## config.mk

```make
export PLATFORM = sky130hd
export DESIGN_NAME = scp_top
export DESIGN_NICKNAME = d
export VERILOG_FILES = /design/src/scp_pkg.sv /design/src/scp_top.sv /design/src/scp_select.sv /design/src/scp_check.sv
export SDC_FILE = /design/constraint.sdc
export NUM_CORES = 2
export LEC_CHECK = 0
export BUFFER_PORTS_ARGS = -buffer_cell sky130_fd_sc_hd__buf_2
export CORE_AREA = 2 2 550 552
export DETAILED_ROUTE_END_ITERATION = 7
export DIE_AREA = 0 0 552 554
export GPL_TIMING_DRIVEN = 0
export SLEW_MARGIN = 20
export SYNTH_ARGS = -nofsm -noshare
export SYNTH_HDL_FRONTEND = slang
export SYNTH_HIERARCHICAL = 1
export SYNTH_SLANG_ARGS = --single-unit
```

## constraint.sdc

```tcl
create_clock -name clk -period 7.3 [get_ports clk]
set_clock_uncertainty 0.05 [all_clocks]
set_input_delay 1.46 -clock clk [delete_from_list [all_inputs] [get_ports clk]]
set_output_delay 1.46 -clock clk [all_outputs]
set_load 0.02 [all_outputs]
```

## src/scp_pkg.sv

```systemverilog
// Purpose: shared constants and types for the close-permit supervisor
// Assumes: fixed-point measurement words from upstream logic
// Notes: magnitudes in kV and pu are unsigned fixed point
package scp_pkg;

   // ----------
   // widths
   // ----------
   localparam int SCP_MAG_W = 16;
   localparam int SCP_ANG_W = 16;
   localparam int SCP_FRQ_W = 16;
   localparam int SCP_SRC_W = 3;
   localparam int SCP_NUM_INST = 2;

   // ----------
   // register map, one aligned word each, per instance block
   // ----------
   localparam logic [7:0] SCP_OFS_SRC_SEL = 8'h00;
   localparam logic [7:0] SCP_OFS_MAX_MAG = 8'h04;
   localparam logic [7:0] SCP_OFS_MAX_ANG = 8'h08;
   localparam logic [7:0] SCP_OFS_MAX_FRQ = 8'h0C;
   localparam logic [7:0] SCP_OFS_DEAD_SEL = 8'h10;
   localparam logic [7:0] SCP_OFS_DEAD1 = 8'h14;
   localparam logic [7:0] SCP_OFS_DEAD2 = 8'h18;
   localparam logic [7:0] SCP_OFS_LIVE1 = 8'h1C;
   localparam logic [7:0] SCP_OFS_LIVE2 = 8'h20;
   localparam logic [7:0] SCP_OFS_STATUS = 8'h24;
   localparam logic [7:0] SCP_INST_STRIDE = 8'h40;
   // field positions in the source select word
   localparam int SCP_SRC1_LSB = 0;
   localparam int SCP_SRC2_LSB = 4;
   // status bits
   localparam int SCP_ST_PERMIT = 0;
   localparam int SCP_ST_SYNC = 1;
   localparam int SCP_ST_DEAD1 = 2;
   localparam int SCP_ST_DEAD2 = 3;
   localparam int SCP_ST_LIVE1 = 4;
   localparam int SCP_ST_LIVE2 = 5;
   localparam int SCP_ST_NOSEL = 6;
   localparam logic [31:0] SCP_UNMAPPED_READ = 32'h0000_0000;

   // ----------
   // reset values
   // ----------
   localparam logic [2:0] SCP_RST_SRC1 = 3'h0;
   localparam logic [2:0] SCP_RST_SRC2 = 3'h1;
   localparam logic [15:0] SCP_RST_THR = 16'h0000;

   // ----------
   // dead/live bypass choices
   // ----------
   typedef enum logic [2:0] {
      SCP_BYP_NONE,
      SCP_BYP_L1_D2,
      SCP_BYP_D1_L2,
      SCP_BYP_D1_OR_D2,
      SCP_BYP_D1_XOR_D2,
      SCP_BYP_D1_AND_D2
   } scp_bypass_t;

   // ----------
   // carriers
   // ----------
   typedef struct packed {
      logic has_phase;
      logic has_aux;
      logic delta;
      logic aux_is_phase_a_ground;
      logic [SCP_MAG_W-1:0] phase_a_to_b_voltage;
      logic [SCP_MAG_W-1:0] phase_a_to_ground_voltage;
      logic [SCP_MAG_W-1:0] aux_voltage;
      logic [SCP_MAG_W-1:0] phase_a_to_b_pu;
      logic [SCP_MAG_W-1:0] phase_a_to_ground_pu;
      logic [SCP_MAG_W-1:0] aux_pu;
      logic [SCP_ANG_W-1:0] phase_a_to_b_angle;
      logic [SCP_ANG_W-1:0] phase_a_to_ground_angle;
      logic [SCP_ANG_W-1:0] aux_angle;
      logic [SCP_FRQ_W-1:0] frequency;
   } scp_source_t;

   typedef struct packed {
      logic [SCP_SRC_W-1:0] first_voltage_source_select;
      logic [SCP_SRC_W-1:0] second_voltage_source_select;
      logic [SCP_MAG_W-1:0] max_magnitude_difference;
      logic [SCP_ANG_W-1:0] max_angle_difference;
      logic [SCP_FRQ_W-1:0] max_frequency_difference;
      scp_bypass_t dead_live_bypass_select;
      logic [SCP_MAG_W-1:0] first_dead_threshold;
      logic [SCP_MAG_W-1:0] second_dead_threshold;
      logic [SCP_MAG_W-1:0] first_live_threshold;
      logic [SCP_MAG_W-1:0] second_live_threshold;
   } scp_settings_t;

   typedef struct packed {
      logic valid;
      logic [SCP_MAG_W-1:0] kv;
      logic [SCP_MAG_W-1:0] pu;
      logic [SCP_ANG_W-1:0] angle;
      logic [SCP_FRQ_W-1:0] frequency;
   } scp_compared_t;

   typedef struct packed {
      logic permit;
      logic sync_ok;
      logic first_is_dead;
      logic second_is_dead;
      logic first_is_live;
      logic second_is_live;
      logic no_selection;
   } scp_result_t;

endpackage : scp_pkg

```

## src/scp_top.sv

```systemverilog
// Purpose: two-instance synchronism close-permit supervisor
// Assumes: up to eight measurement sources arrive from upstream logic
// Notes: settings reached over Avalon-MM, one wait state on every access
//
// Summary of operation
// two identical independent check instances, own outputs
// permit needs magnitude, angle, frequency all within
// software must pick two different sources
// magnitude ok when kV difference below limit
// angle ok when phasor difference below limit
// frequency ok when Hz difference below limit
// selected dead/live combination bypasses, permits close
// bypass selector: none plus five combinations
// dead when pu below own dead threshold
// live when pu above own live threshold
// both with phase sets: compare A-to-B voltages
// auxiliary only: compare auxiliary with matching quantity
// delta phase against wye auxiliary not allowed
// re-evaluate on update strobe, registered, reset clear
//
// Register access over Avalon-MM and the placing of the registers were left to the implementer.
`timescale 1ns/1ps
module scp_top
   import scp_pkg::*;
(
   input wire logic clk,
   input wire logic rst,
   input wire logic [7:0] avs_address,
   input wire logic avs_read,
   input wire logic avs_write,
   input wire logic [31:0] avs_writedata,
   input wire logic [3:0] avs_byteenable,
   output logic [31:0] avs_readdata,
   output logic avs_waitrequest,
   input wire logic update_strobe,
   input wire scp_source_t [7:0] sources,
   output logic [SCP_NUM_INST-1:0] close_permit
);

   // ----------------------------------------------------------------
   // state
   // ----------------------------------------------------------------
   typedef struct packed {
      scp_settings_t [SCP_NUM_INST-1:0] cfg;
      scp_result_t [SCP_NUM_INST-1:0] res;
      logic ack;
      logic [31:0] rdata;
   } scp_state_t;

   scp_state_t state_reg;
   scp_state_t state_next;

   scp_result_t [SCP_NUM_INST-1:0] res_now;

   // ----------------------------------------------------------------
   // per-instance datapath
   // ----------------------------------------------------------------
   genvar gi;
   generate
      for (gi = 0; gi < SCP_NUM_INST; gi++) begin : g_inst
         scp_compared_t v1;
         scp_compared_t v2;
         scp_select u_select (
            .src_y(sources[state_reg.cfg[gi].first_voltage_source_select]),
            .src_z(sources[state_reg.cfg[gi].second_voltage_source_select]),
            .cmp_y(v1),
            .cmp_z(v2)
         );
         scp_check u_check (
            .cfg(state_reg.cfg[gi]),
            .v1(v1),
            .v2(v2),
            .res(res_now[gi])
         );
      end
   endgenerate

   // ----------------------------------------------------------------
   // register decode
   // ----------------------------------------------------------------
   function automatic logic [31:0] merge(input logic [31:0] old,
                                         input logic [31:0] wd,
                                         input logic [3:0] be);
      logic [31:0] m;
      m = old;
      for (int b = 0; b < 4; b++) begin
         if (be[b]) begin
            m[8*b +: 8] = wd[8*b +: 8];
         end
      end
      return m;
   endfunction : merge

   function automatic logic [31:0] status_word(input scp_result_t r);
      logic [31:0] w;
      w = '0;
      w[SCP_ST_PERMIT] = r.permit;
      w[SCP_ST_SYNC] = r.sync_ok;
      w[SCP_ST_DEAD1] = r.first_is_dead;
      w[SCP_ST_DEAD2] = r.second_is_dead;
      w[SCP_ST_LIVE1] = r.first_is_live;
      w[SCP_ST_LIVE2] = r.second_is_live;
      w[SCP_ST_NOSEL] = r.no_selection;
      return w;
   endfunction : status_word

   logic inst_sel;
   logic [7:0] ofs;
   logic in_range;
   logic [31:0] cur;
   logic [31:0] wv;
   scp_settings_t c;

   always_comb begin
      state_next = state_reg;
      state_next.ack = 1'b0;
      inst_sel = avs_address[6];
      ofs = avs_address & 8'h3F;
      in_range = (avs_address[7] == 1'b0);
      c = state_reg.cfg[inst_sel];
      cur = SCP_UNMAPPED_READ;
      case (ofs)
         SCP_OFS_SRC_SEL: begin
            cur[SCP_SRC1_LSB +: SCP_SRC_W] = c.first_voltage_source_select;
            cur[SCP_SRC2_LSB +: SCP_SRC_W] = c.second_voltage_source_select;
         end
         SCP_OFS_MAX_MAG: cur[15:0] = c.max_magnitude_difference;
         SCP_OFS_MAX_ANG: cur[15:0] = c.max_angle_difference;
         SCP_OFS_MAX_FRQ: cur[15:0] = c.max_frequency_difference;
         SCP_OFS_DEAD_SEL: cur[2:0] = c.dead_live_bypass_select;
         SCP_OFS_DEAD1: cur[15:0] = c.first_dead_threshold;
         SCP_OFS_DEAD2: cur[15:0] = c.second_dead_threshold;
         SCP_OFS_LIVE1: cur[15:0] = c.first_live_threshold;
         SCP_OFS_LIVE2: cur[15:0] = c.second_live_threshold;
         SCP_OFS_STATUS: cur = status_word(state_reg.res[inst_sel]);
         default: cur = SCP_UNMAPPED_READ;
      endcase
      if (!in_range) begin
         cur = SCP_UNMAPPED_READ;
      end
      wv = merge(cur, avs_writedata, avs_byteenable);
      // one wait state: ack completes the access on the following edge
      if ((avs_read || avs_write) && !state_reg.ack) begin
         state_next.ack = 1'b1;
         state_next.rdata = cur;
      end
      // a write lands only at the edge where waitrequest is seen low
      if (avs_write && state_reg.ack) begin
         if (in_range) begin
            case (ofs)
               SCP_OFS_SRC_SEL: begin
                  // equal selections are the software's error; taken as is
                  c.first_voltage_source_select =
                     wv[SCP_SRC1_LSB +: SCP_SRC_W];
                  c.second_voltage_source_select =
                     wv[SCP_SRC2_LSB +: SCP_SRC_W];
               end
               SCP_OFS_MAX_MAG: c.max_magnitude_difference = wv[15:0];
               SCP_OFS_MAX_ANG: c.max_angle_difference = wv[15:0];
               SCP_OFS_MAX_FRQ: c.max_frequency_difference = wv[15:0];
               SCP_OFS_DEAD_SEL: begin
                  // unknown codes fall back to no bypass
                  c.dead_live_bypass_select = (wv[2:0] > 3'h5) ?
                     SCP_BYP_NONE : scp_bypass_t'(wv[2:0]);
               end
               SCP_OFS_DEAD1: c.first_dead_threshold = wv[15:0];
               SCP_OFS_DEAD2: c.second_dead_threshold = wv[15:0];
               SCP_OFS_LIVE1: c.first_live_threshold = wv[15:0];
               SCP_OFS_LIVE2: c.second_live_threshold = wv[15:0];
               default: c = c;
            endcase
            state_next.cfg[inst_sel] = c;
         end
      end
      // results move only on a measurement update
      if (update_strobe) begin
         state_next.res = res_now;
      end
   end

   always_ff @(posedge clk) begin
      if (rst) begin
         state_reg <= '0;
         for (int i = 0; i < SCP_NUM_INST; i++) begin
            state_reg.cfg[i].first_voltage_source_select <= SCP_RST_SRC1;
            state_reg.cfg[i].second_voltage_source_select <= SCP_RST_SRC2;
            state_reg.cfg[i].first_dead_threshold <= SCP_RST_THR;
         end
      end else begin
         state_reg <= state_next;
      end
   end

   // ----------------------------------------------------------------
   // outputs
   // ----------------------------------------------------------------
   always_comb begin
      avs_waitrequest = (avs_read | avs_write) & ~state_reg.ack;
      avs_readdata = state_reg.rdata;
      for (int i = 0; i < SCP_NUM_INST; i++) begin
         close_permit[i] = state_reg.res[i].permit;
      end
   end

endmodule : scp_top

```

## src/scp_select.sv

```systemverilog
// Purpose: picks the matching voltage channel of two sources
// Assumes: source descriptors are stable between update strobes
// Notes: combinational only
`timescale 1ns/1ps
module scp_select
   import scp_pkg::*;
(
   input wire scp_source_t src_y,
   input wire scp_source_t src_z,
   output scp_compared_t cmp_y,
   output scp_compared_t cmp_z
);

   // ----------------------------------------------------------------
   // channel picking
   // ----------------------------------------------------------------
   function automatic scp_compared_t pick_ab(input scp_source_t s);
      scp_compared_t c;
      c = '0;
      c.valid = 1'b1;
      c.kv = s.phase_a_to_b_voltage;
      c.pu = s.phase_a_to_b_pu;
      c.angle = s.phase_a_to_b_angle;
      c.frequency = s.frequency;
      return c;
   endfunction : pick_ab

   function automatic scp_compared_t pick_match(input scp_source_t s,
                                                input logic use_aux,
                                                input logic as_ag);
      scp_compared_t c;
      c = '0;
      c.valid = 1'b1;
      c.frequency = s.frequency;
      if (use_aux) begin
         c.kv = s.aux_voltage;
         c.pu = s.aux_pu;
         c.angle = s.aux_angle;
      end else if (as_ag) begin
         c.kv = s.phase_a_to_ground_voltage;
         c.pu = s.phase_a_to_ground_pu;
         c.angle = s.phase_a_to_ground_angle;
      end else begin
         c.kv = s.phase_a_to_b_voltage;
         c.pu = s.phase_a_to_b_pu;
         c.angle = s.phase_a_to_b_angle;
      end
      return c;
   endfunction : pick_match

   logic y_aux_only;
   logic z_aux_only;
   logic as_ag;
   logic bad_mix;

   always_comb begin
      y_aux_only = src_y.has_aux & ~src_y.has_phase;
      z_aux_only = src_z.has_aux & ~src_z.has_phase;
      // the programmed auxiliary quantity decides what the other side gives
      as_ag = y_aux_only ? src_y.aux_is_phase_a_ground
                         : src_z.aux_is_phase_a_ground;
      // delta phase set against a wye auxiliary cannot be compared
      bad_mix = (y_aux_only & src_z.has_phase & src_z.delta & as_ag) |
                (z_aux_only & src_y.has_phase & src_y.delta & as_ag);
      if (src_y.has_phase && src_z.has_phase) begin
         cmp_y = pick_ab(src_y);
         cmp_z = pick_ab(src_z);
      end else if ((y_aux_only || z_aux_only) && !bad_mix &&
                   (src_y.has_phase || src_y.has_aux) &&
                   (src_z.has_phase || src_z.has_aux)) begin
         cmp_y = pick_match(src_y, y_aux_only, as_ag);
         cmp_z = pick_match(src_z, z_aux_only, as_ag);
      end else begin
         cmp_y = '0;
         cmp_z = '0;
      end
   end

endmodule : scp_select

```

## src/scp_check.sv

```systemverilog
// Purpose: per-instance dead/live and difference checks
// Assumes: angles are wrapped signed differences in two's complement
// Notes: combinational only; the top registers the result
`timescale 1ns/1ps
module scp_check
   import scp_pkg::*;
(
   input wire scp_settings_t cfg,
   input wire scp_compared_t v1,
   input wire scp_compared_t v2,
   output scp_result_t res
);

   // ----------------------------------------------------------------
   // helpers
   // ----------------------------------------------------------------
   function automatic logic [15:0] abs_diff(input logic [15:0] a,
                                            input logic [15:0] b);
      return (a > b) ? 16'(a - b) : 16'(b - a);
   endfunction : abs_diff

   logic [SCP_ANG_W-1:0] ang_raw;
   logic [SCP_ANG_W-1:0] ang_abs;
   logic mag_ok;
   logic ang_ok;
   logic frq_ok;
   logic byp;

   always_comb begin
      res = '0;
      res.no_selection = ~(v1.valid & v2.valid);
      ang_raw = SCP_ANG_W'(v1.angle - v2.angle);
      ang_abs = ang_raw[SCP_ANG_W-1] ? SCP_ANG_W'(-ang_raw) : ang_raw;
      mag_ok = abs_diff(v1.kv, v2.kv) < cfg.max_magnitude_difference;
      ang_ok = ang_abs < cfg.max_angle_difference;
      frq_ok = abs_diff(v1.frequency, v2.frequency) <
               cfg.max_frequency_difference;
      res.first_is_dead = v1.valid & (v1.pu < cfg.first_dead_threshold);
      res.second_is_dead = v2.valid & (v2.pu < cfg.second_dead_threshold);
      res.first_is_live = v1.valid & (v1.pu > cfg.first_live_threshold);
      res.second_is_live = v2.valid & (v2.pu > cfg.second_live_threshold);
      res.sync_ok = v1.valid & v2.valid & mag_ok & ang_ok & frq_ok;
      case (cfg.dead_live_bypass_select)
         SCP_BYP_NONE: byp = 1'b0;
         SCP_BYP_L1_D2: byp = res.first_is_live & res.second_is_dead;
         SCP_BYP_D1_L2: byp = res.first_is_dead & res.second_is_live;
         SCP_BYP_D1_OR_D2: byp = res.first_is_dead | res.second_is_dead;
         SCP_BYP_D1_XOR_D2: byp = (res.first_is_dead & res.second_is_live) |
                                  (res.second_is_dead & res.first_is_live);
         SCP_BYP_D1_AND_D2: byp = res.first_is_dead & res.second_is_dead;
         default: byp = 1'b0;
      endcase
      res.permit = res.sync_ok | byp;
   end

endmodule : scp_check

```

Word level (Yosys, flattened, before mapping)
Cells that the tools add are included.

operators by class
  $add $sub $neg = 12
  $lt $le $gt $ge = 25
  equal/unequal tests = 19
  mux-type cells = 77
  bitwise logic cells = 56
  reductions and logical operators = 23

operator list
  kind                                                 number
  binary-select mux 164 bit (select 3 bit)             4
  two-way mux 164 bit                                  4
  two-way mux 65 bit                                   8
  two-way mux 16 bit                                   28
  two-way mux 48 bit                                   8
  two-way mux 121 bit                                  3
  bitwise mux 242 bit                                  1
  < comparator 16 bit                                  10
  subtractor 16 bit                                    10
  greater-than comparator 16 bit                       8
  demux 121 bit (select 1 bit)                         1
  one-hot mux 9 bit (7 select lines)                   1
  bitwise AND 1 bit                                    39
  two-way mux 33 bit                                   1
  negation 16 bit                                      2
  one-hot mux 3 bit (10 select lines)                  1
  one-hot mux 3 bit (9 select lines)                   1
  equality test 6 x 5 -> 1 bit, second input constant  4
  two-way mux 6 bit                                    3
  < comparator 3 x 4 -> 1 bit, second input constant   4
  two-way mux 8 bit                                    2
  two-way mux 7 bit                                    2
  equality test 3 x 2 -> 1 bit, second input constant  4
  equality test 3 bit, second input constant           4
  18 further kinds                                     59

word-level totals
  bits in registers = 289
  bits of input ports = 1361
  output and inout bits = 35
  word-level logic and storage cells = 248

Longest topological paths before layout
  depth in word-level cells = 21
  depth in mapped cells = 37
  mapped depth without buffers = 30

Cells and area by module
Netlist, hierarchy kept.

by module, submodules not included
  module                          times used  cells each  area each (um^2)  seq. area each (um^2)
  scp_top                         1           3969        52198.8           5465.2
  scp_select                      2           628         3627.2            0.0
  scp_check at g_inst[1].u_check  1           1014        7143.1            0.0
  scp_check at g_inst[0].u_check  1           926         6697.7            0.0

Worst setup path before layout
No wires, ideal clock.

  kind = register to register
  start = register, netlist name state_reg[286]
  end = register state_reg (netlist bit close_permit[1])
  library setup time = 0.065 ns
  data arrival time = 7.421 ns
  data required time = 7.185 ns
  slack = -0.237 ns
  stages on the path, launching flop included = 36
  buffers on the path = 7
  period minus slack after synthesis = 7.537 ns
  cells stage by stage = dfxtp_1 -> clkbuf_1 -> clkbuf_1 -> buf_1 -> mux4_2 -> mux2_2 -> nor2b_1 -> buf_2 -> mux2i_4 -> buf_6 -> buf_4 -> mux2i_1 -> a32o_1 -> ha_1 -> inv_1 -> fa_1 -> a211oi_2 -> o21bai_1 -> o41a_4 -> a21o_1 -> buf_6 -> nand2_2 -> mux2_2 -> o32ai_1 -> a21oi_1 -> xor2_1 -> ha_1 -> a22oi_1 -> nand3_1 -> nor3_1 -> o221ai_1 -> a21oi_1 -> nand3_1 -> o211ai_1 -> mux2i_1 -> nor2_1

RTL lines
  what                  RTL line        text
  to (signal assigned)  scp_top.sv:190  state_reg <= state_next;
  to (decl)             scp_top.sv:50   scp_state_t state_reg;

==> impl_metrics.toml <==
[min_path]
min_path_cells = 2
holdCritPathClass = "flop to flop"

[synthesis]
synth_area_per_cell_um2 = 10.2
synth_edf_count = 0
syn_area_um2 = 73300
yosysWarnings = 6
ys_seq_area_frac = 0.0746
synthArstFlopShare = 0
synth_cell_types = 108
synth_flop_cell = "dfxtp_1"
syn_inst = 7165
synth_seq_cells = 273

[pwr]
power_leakage_nw = 32.8
combPwrFrac = 0.707
p_per_area_nw_per_um2 = 117
vdd_drop_max_mv = 0.173
intPower_mw = 5.60
p_seq_frac = 0.140
power.switching_mw = 5.13
pwr-share-clk = 0.153
power_switching_share = 0.478

[clocking]
ctsHoldBuffers = 0
clock_sink_count = 273
clk_latency_ns = 0.64
htreeDepth = 1
clock_path_buffers = 3
clkTransAtPathRegs_ns = 0.07
cts_root_buf = "clkbuf_16"
cts_made_buffers = 31
cts_tree = "done"

[outcome]
violations = "negative setup slack"
status = "finished with violations"

[floorplanning]
core.rowCount = 201
ioPinCount = 1396
die_h_um = 554
die_w_um = 552
core_area_um2 = 299000
dieArea_um2 = 306000
initial_core_util = 0.245

[critical_path]
r2r_cells = 35
critPathBufInv = 9
critPathMaxFanout = 10
crit_slowest_cell = "a221o_2"
cp_common_cell = "buf_6"
cpPeakStageDelay_ns = 0.48
worstPathArrival_ns = 8.35
critPathKind = "flop to flop"
cp_top_family = "compound AO/OA/AOI/OAI gates"
r2r_setup_slack_ns = -0.55
critical_path_depth = 35
endpoint_kind = "flop"
cp-start-kind = "flop"
required_ns = 7.80

[final_layout]
largest_reg_flops = 255
drive_gt1_frac = 0.474
postLayoutCoreUtil = 0.306
nNetsFinal = 10400
fillerInstances = 31600
area_delta_synth_final_pct = 24.8
multiInputGateArea_um2 = 64500
ff_latch_area_um2 = 5500

[sta]
fmax_ghz = 0.127
relSlewSlack = 0.144
min_period_ns = 7.85
period_share = 1.07
holdWs_ns = 0.411
report.final.hold_viol_count = 0
rsz0062_at_grt = "yes"
worst_slew_pin_slew_ns = 1.27
tns_ns = -1.98
timing.final.ws_setup_ns = -0.546
setup_violations = 4
final_max_slew_viol_count = 0

[global_routing]
grt_use_total = 0.350
overflow = 0
antenna_found_initial = 598
grt_pass1_vias = 74500
grt_first_pass_wirelength_um = 722000
grt_max_degree = 17

[routing]
ant_nets = 0
drt_wl_total_um = 564000
viasPerCell = 6.33
drt_iter0_drc = 14100
wl_per_cell_um = 42.9
dr.pass1.iters = 7
routed-via-count = 83300
drcViolationCount = 0

[place]
place.gp.congestion = 1.09
io_buffers = 1356
post-dp-hpwl_um = 480000

[job]
cap_violations = 0
cells in the final DEF (no fill, tap or decap), types with 21 or more instances in the layout:
cell type,n
buf_2,1410
mux4_2,1312
mux2_2,724
nor2_1,535
diode_2,475
inv_1,423
nand2_1,382
a21oi_1,366
ha_1,348
clkbuf_1,319
mux2i_1,291
dfxtp_1,263
o21ai_0,196
nand3b_1,185
buf_4,146
o31ai_1,136
nand2b_1,120
a21o_1,119
buf_1,112
a32o_1,87
nand3_1,69
clkbuf_2,67
xnor2_1,65
o211ai_1,63
o21ai_1,59
nand4_1,49
clkbuf_16,41
buf_12,41
nor3_1,36
o21a_1,36
nor2b_1,31
and2_1,31
o21ai_2,29
buf_6,28
xor2_1,24
clkbuf_8,22
clkbuf_4,21
cell type report:
class / instances / share of cell area
Sequential cell: 273 / 0.0601
Clock buffer: 39 / 0.00925
Timing Repair Buffer: 1505 / 0.0940
Tap cell: 3958 / 0.0542
Multi-Input combinational cell: 5748 / 0.706
Inverter: 429 / 0.0176
Buffer: 707 / 0.0444
Clock inverter: 17 / 0.00181
Antenna cell: 475 / 0.0130
synthesized netlist by cell type (all sizes together), types with 10 or more instances:
library cell | instances | area (um2)
mux4 | 1312 | 29500
mux2 | 734 | 8270
nor2 | 543 | 2040
clkbuf | 434 | 1630
inv | 429 | 1610
a21oi | 391 | 1980
nand2 | 386 | 1460
ha | 370 | 4630
o21ai | 301 | 1530
mux2i | 298 | 3010
buf | 296 | 1420
dfxtp | 273 | 5470
nand3b | 185 | 1390
o31ai | 138 | 1040
nand2b | 122 | 763
a21o | 121 | 911
a32o | 96 | 961
xnor2 | 76 | 673
nand3 | 74 | 383
o211ai | 63 | 473
nand4 | 49 | 307
nor3 | 42 | 226
o21a | 38 | 285
and2 | 34 | 213
nor2b | 34 | 213
xor2 | 32 | 280
a211oi | 23 | 183
and3 | 21 | 133
a31oi | 20 | 146
or3 | 19 | 119
o21bai | 14 | 105
a21boi | 13 | 97.6
o2111ai | 13 | 114
or2 | 12 | 75.1
o221ai | 11 | 96.3
o22ai | 11 | 68.8
fa | 10 | 200
o311ai | 10 | 105
worst register-to-register path: cells and delay by family (launching register included):
family	cells	cell delay (ns)
AOI/OAI and AO/OA	11	2.47
buffers and inverters	9	1.78
muxes	5	1.28
and+or+nand+nor	7	1.03
adders and majority gates	2	0.48
DFF	1	0.47
xor gates and xnor gates	1	0.22
worst paths after layout:
kind	from	to
max	state_reg[287]	close_permit[1]
min	avs_readdata[5]	avs_readdata[5]
max reg2reg	state_reg[287]	close_permit[1]
min reg2reg	avs_readdata[5]	avs_readdata[5]
logic make-up (layout without fill, tap and decap cells):
| family | count (synthesis) | in the layout | share of synthesized area |
|---|---|---|---|
| simple gates | 1555 | 1555 | 0.104 |
| compound gates | 1345 | 1345 | 0.122 |
| flops | 273 | 273 | 0.0746 |
| fa+ha+maj | 380 | 380 | 0.0659 |
| other cells | 1 | 491 | 0.0000512 |
| mux | 2344 | 2344 | 0.557 |
| xor+xnor | 108 | 108 | 0.0130 |
| buf+inv | 1159 | 2697 | 0.0635 |
power groups by stage:
stage	clock [mW]	sequential, mW	combinational (mW)
floorplan	0	1.54	4.08
global placement	0	1.54	6.62
detailed placement	0	1.54	6.68
CTS	1.62	1.50	7.15
global route	1.68	1.50	7.99
finish	1.64	1.50	7.59
per-layer routing:
layer,part of all wire,vias up,track usage
li1,-,32000,-
met1,0.34,41100,0.401
met2,0.40,7858,0.492
met3,0.15,2055,0.162
met4,0.10,256,0.293
met5,0.0030,-,0.00125
through the flow:
step	instance area (um2)	std cells	setup slack [ns]	total power, mW
final	91400	13200	-0.546	10.7
after global routing	91000	13000	-0.653	11.2
after CTS	89600	12700	-0.496	10.3
after detailed placement	86000	12500	-4.41	8.22
after global placement	85100	12500	-5.25	8.16
after floorplan	73400	7180	0.00450	5.62
repair_timing:
item	4_1_cts	5_1_grt
pin swaps	55	56
resized for setup	489	146
buffers inserted	86	25
gates cloned	2	1
endpoints found under the setup margin	12	4
endpoints found under the hold margin	0	0
Note: power is estimated with default switching activity, not from simulation.
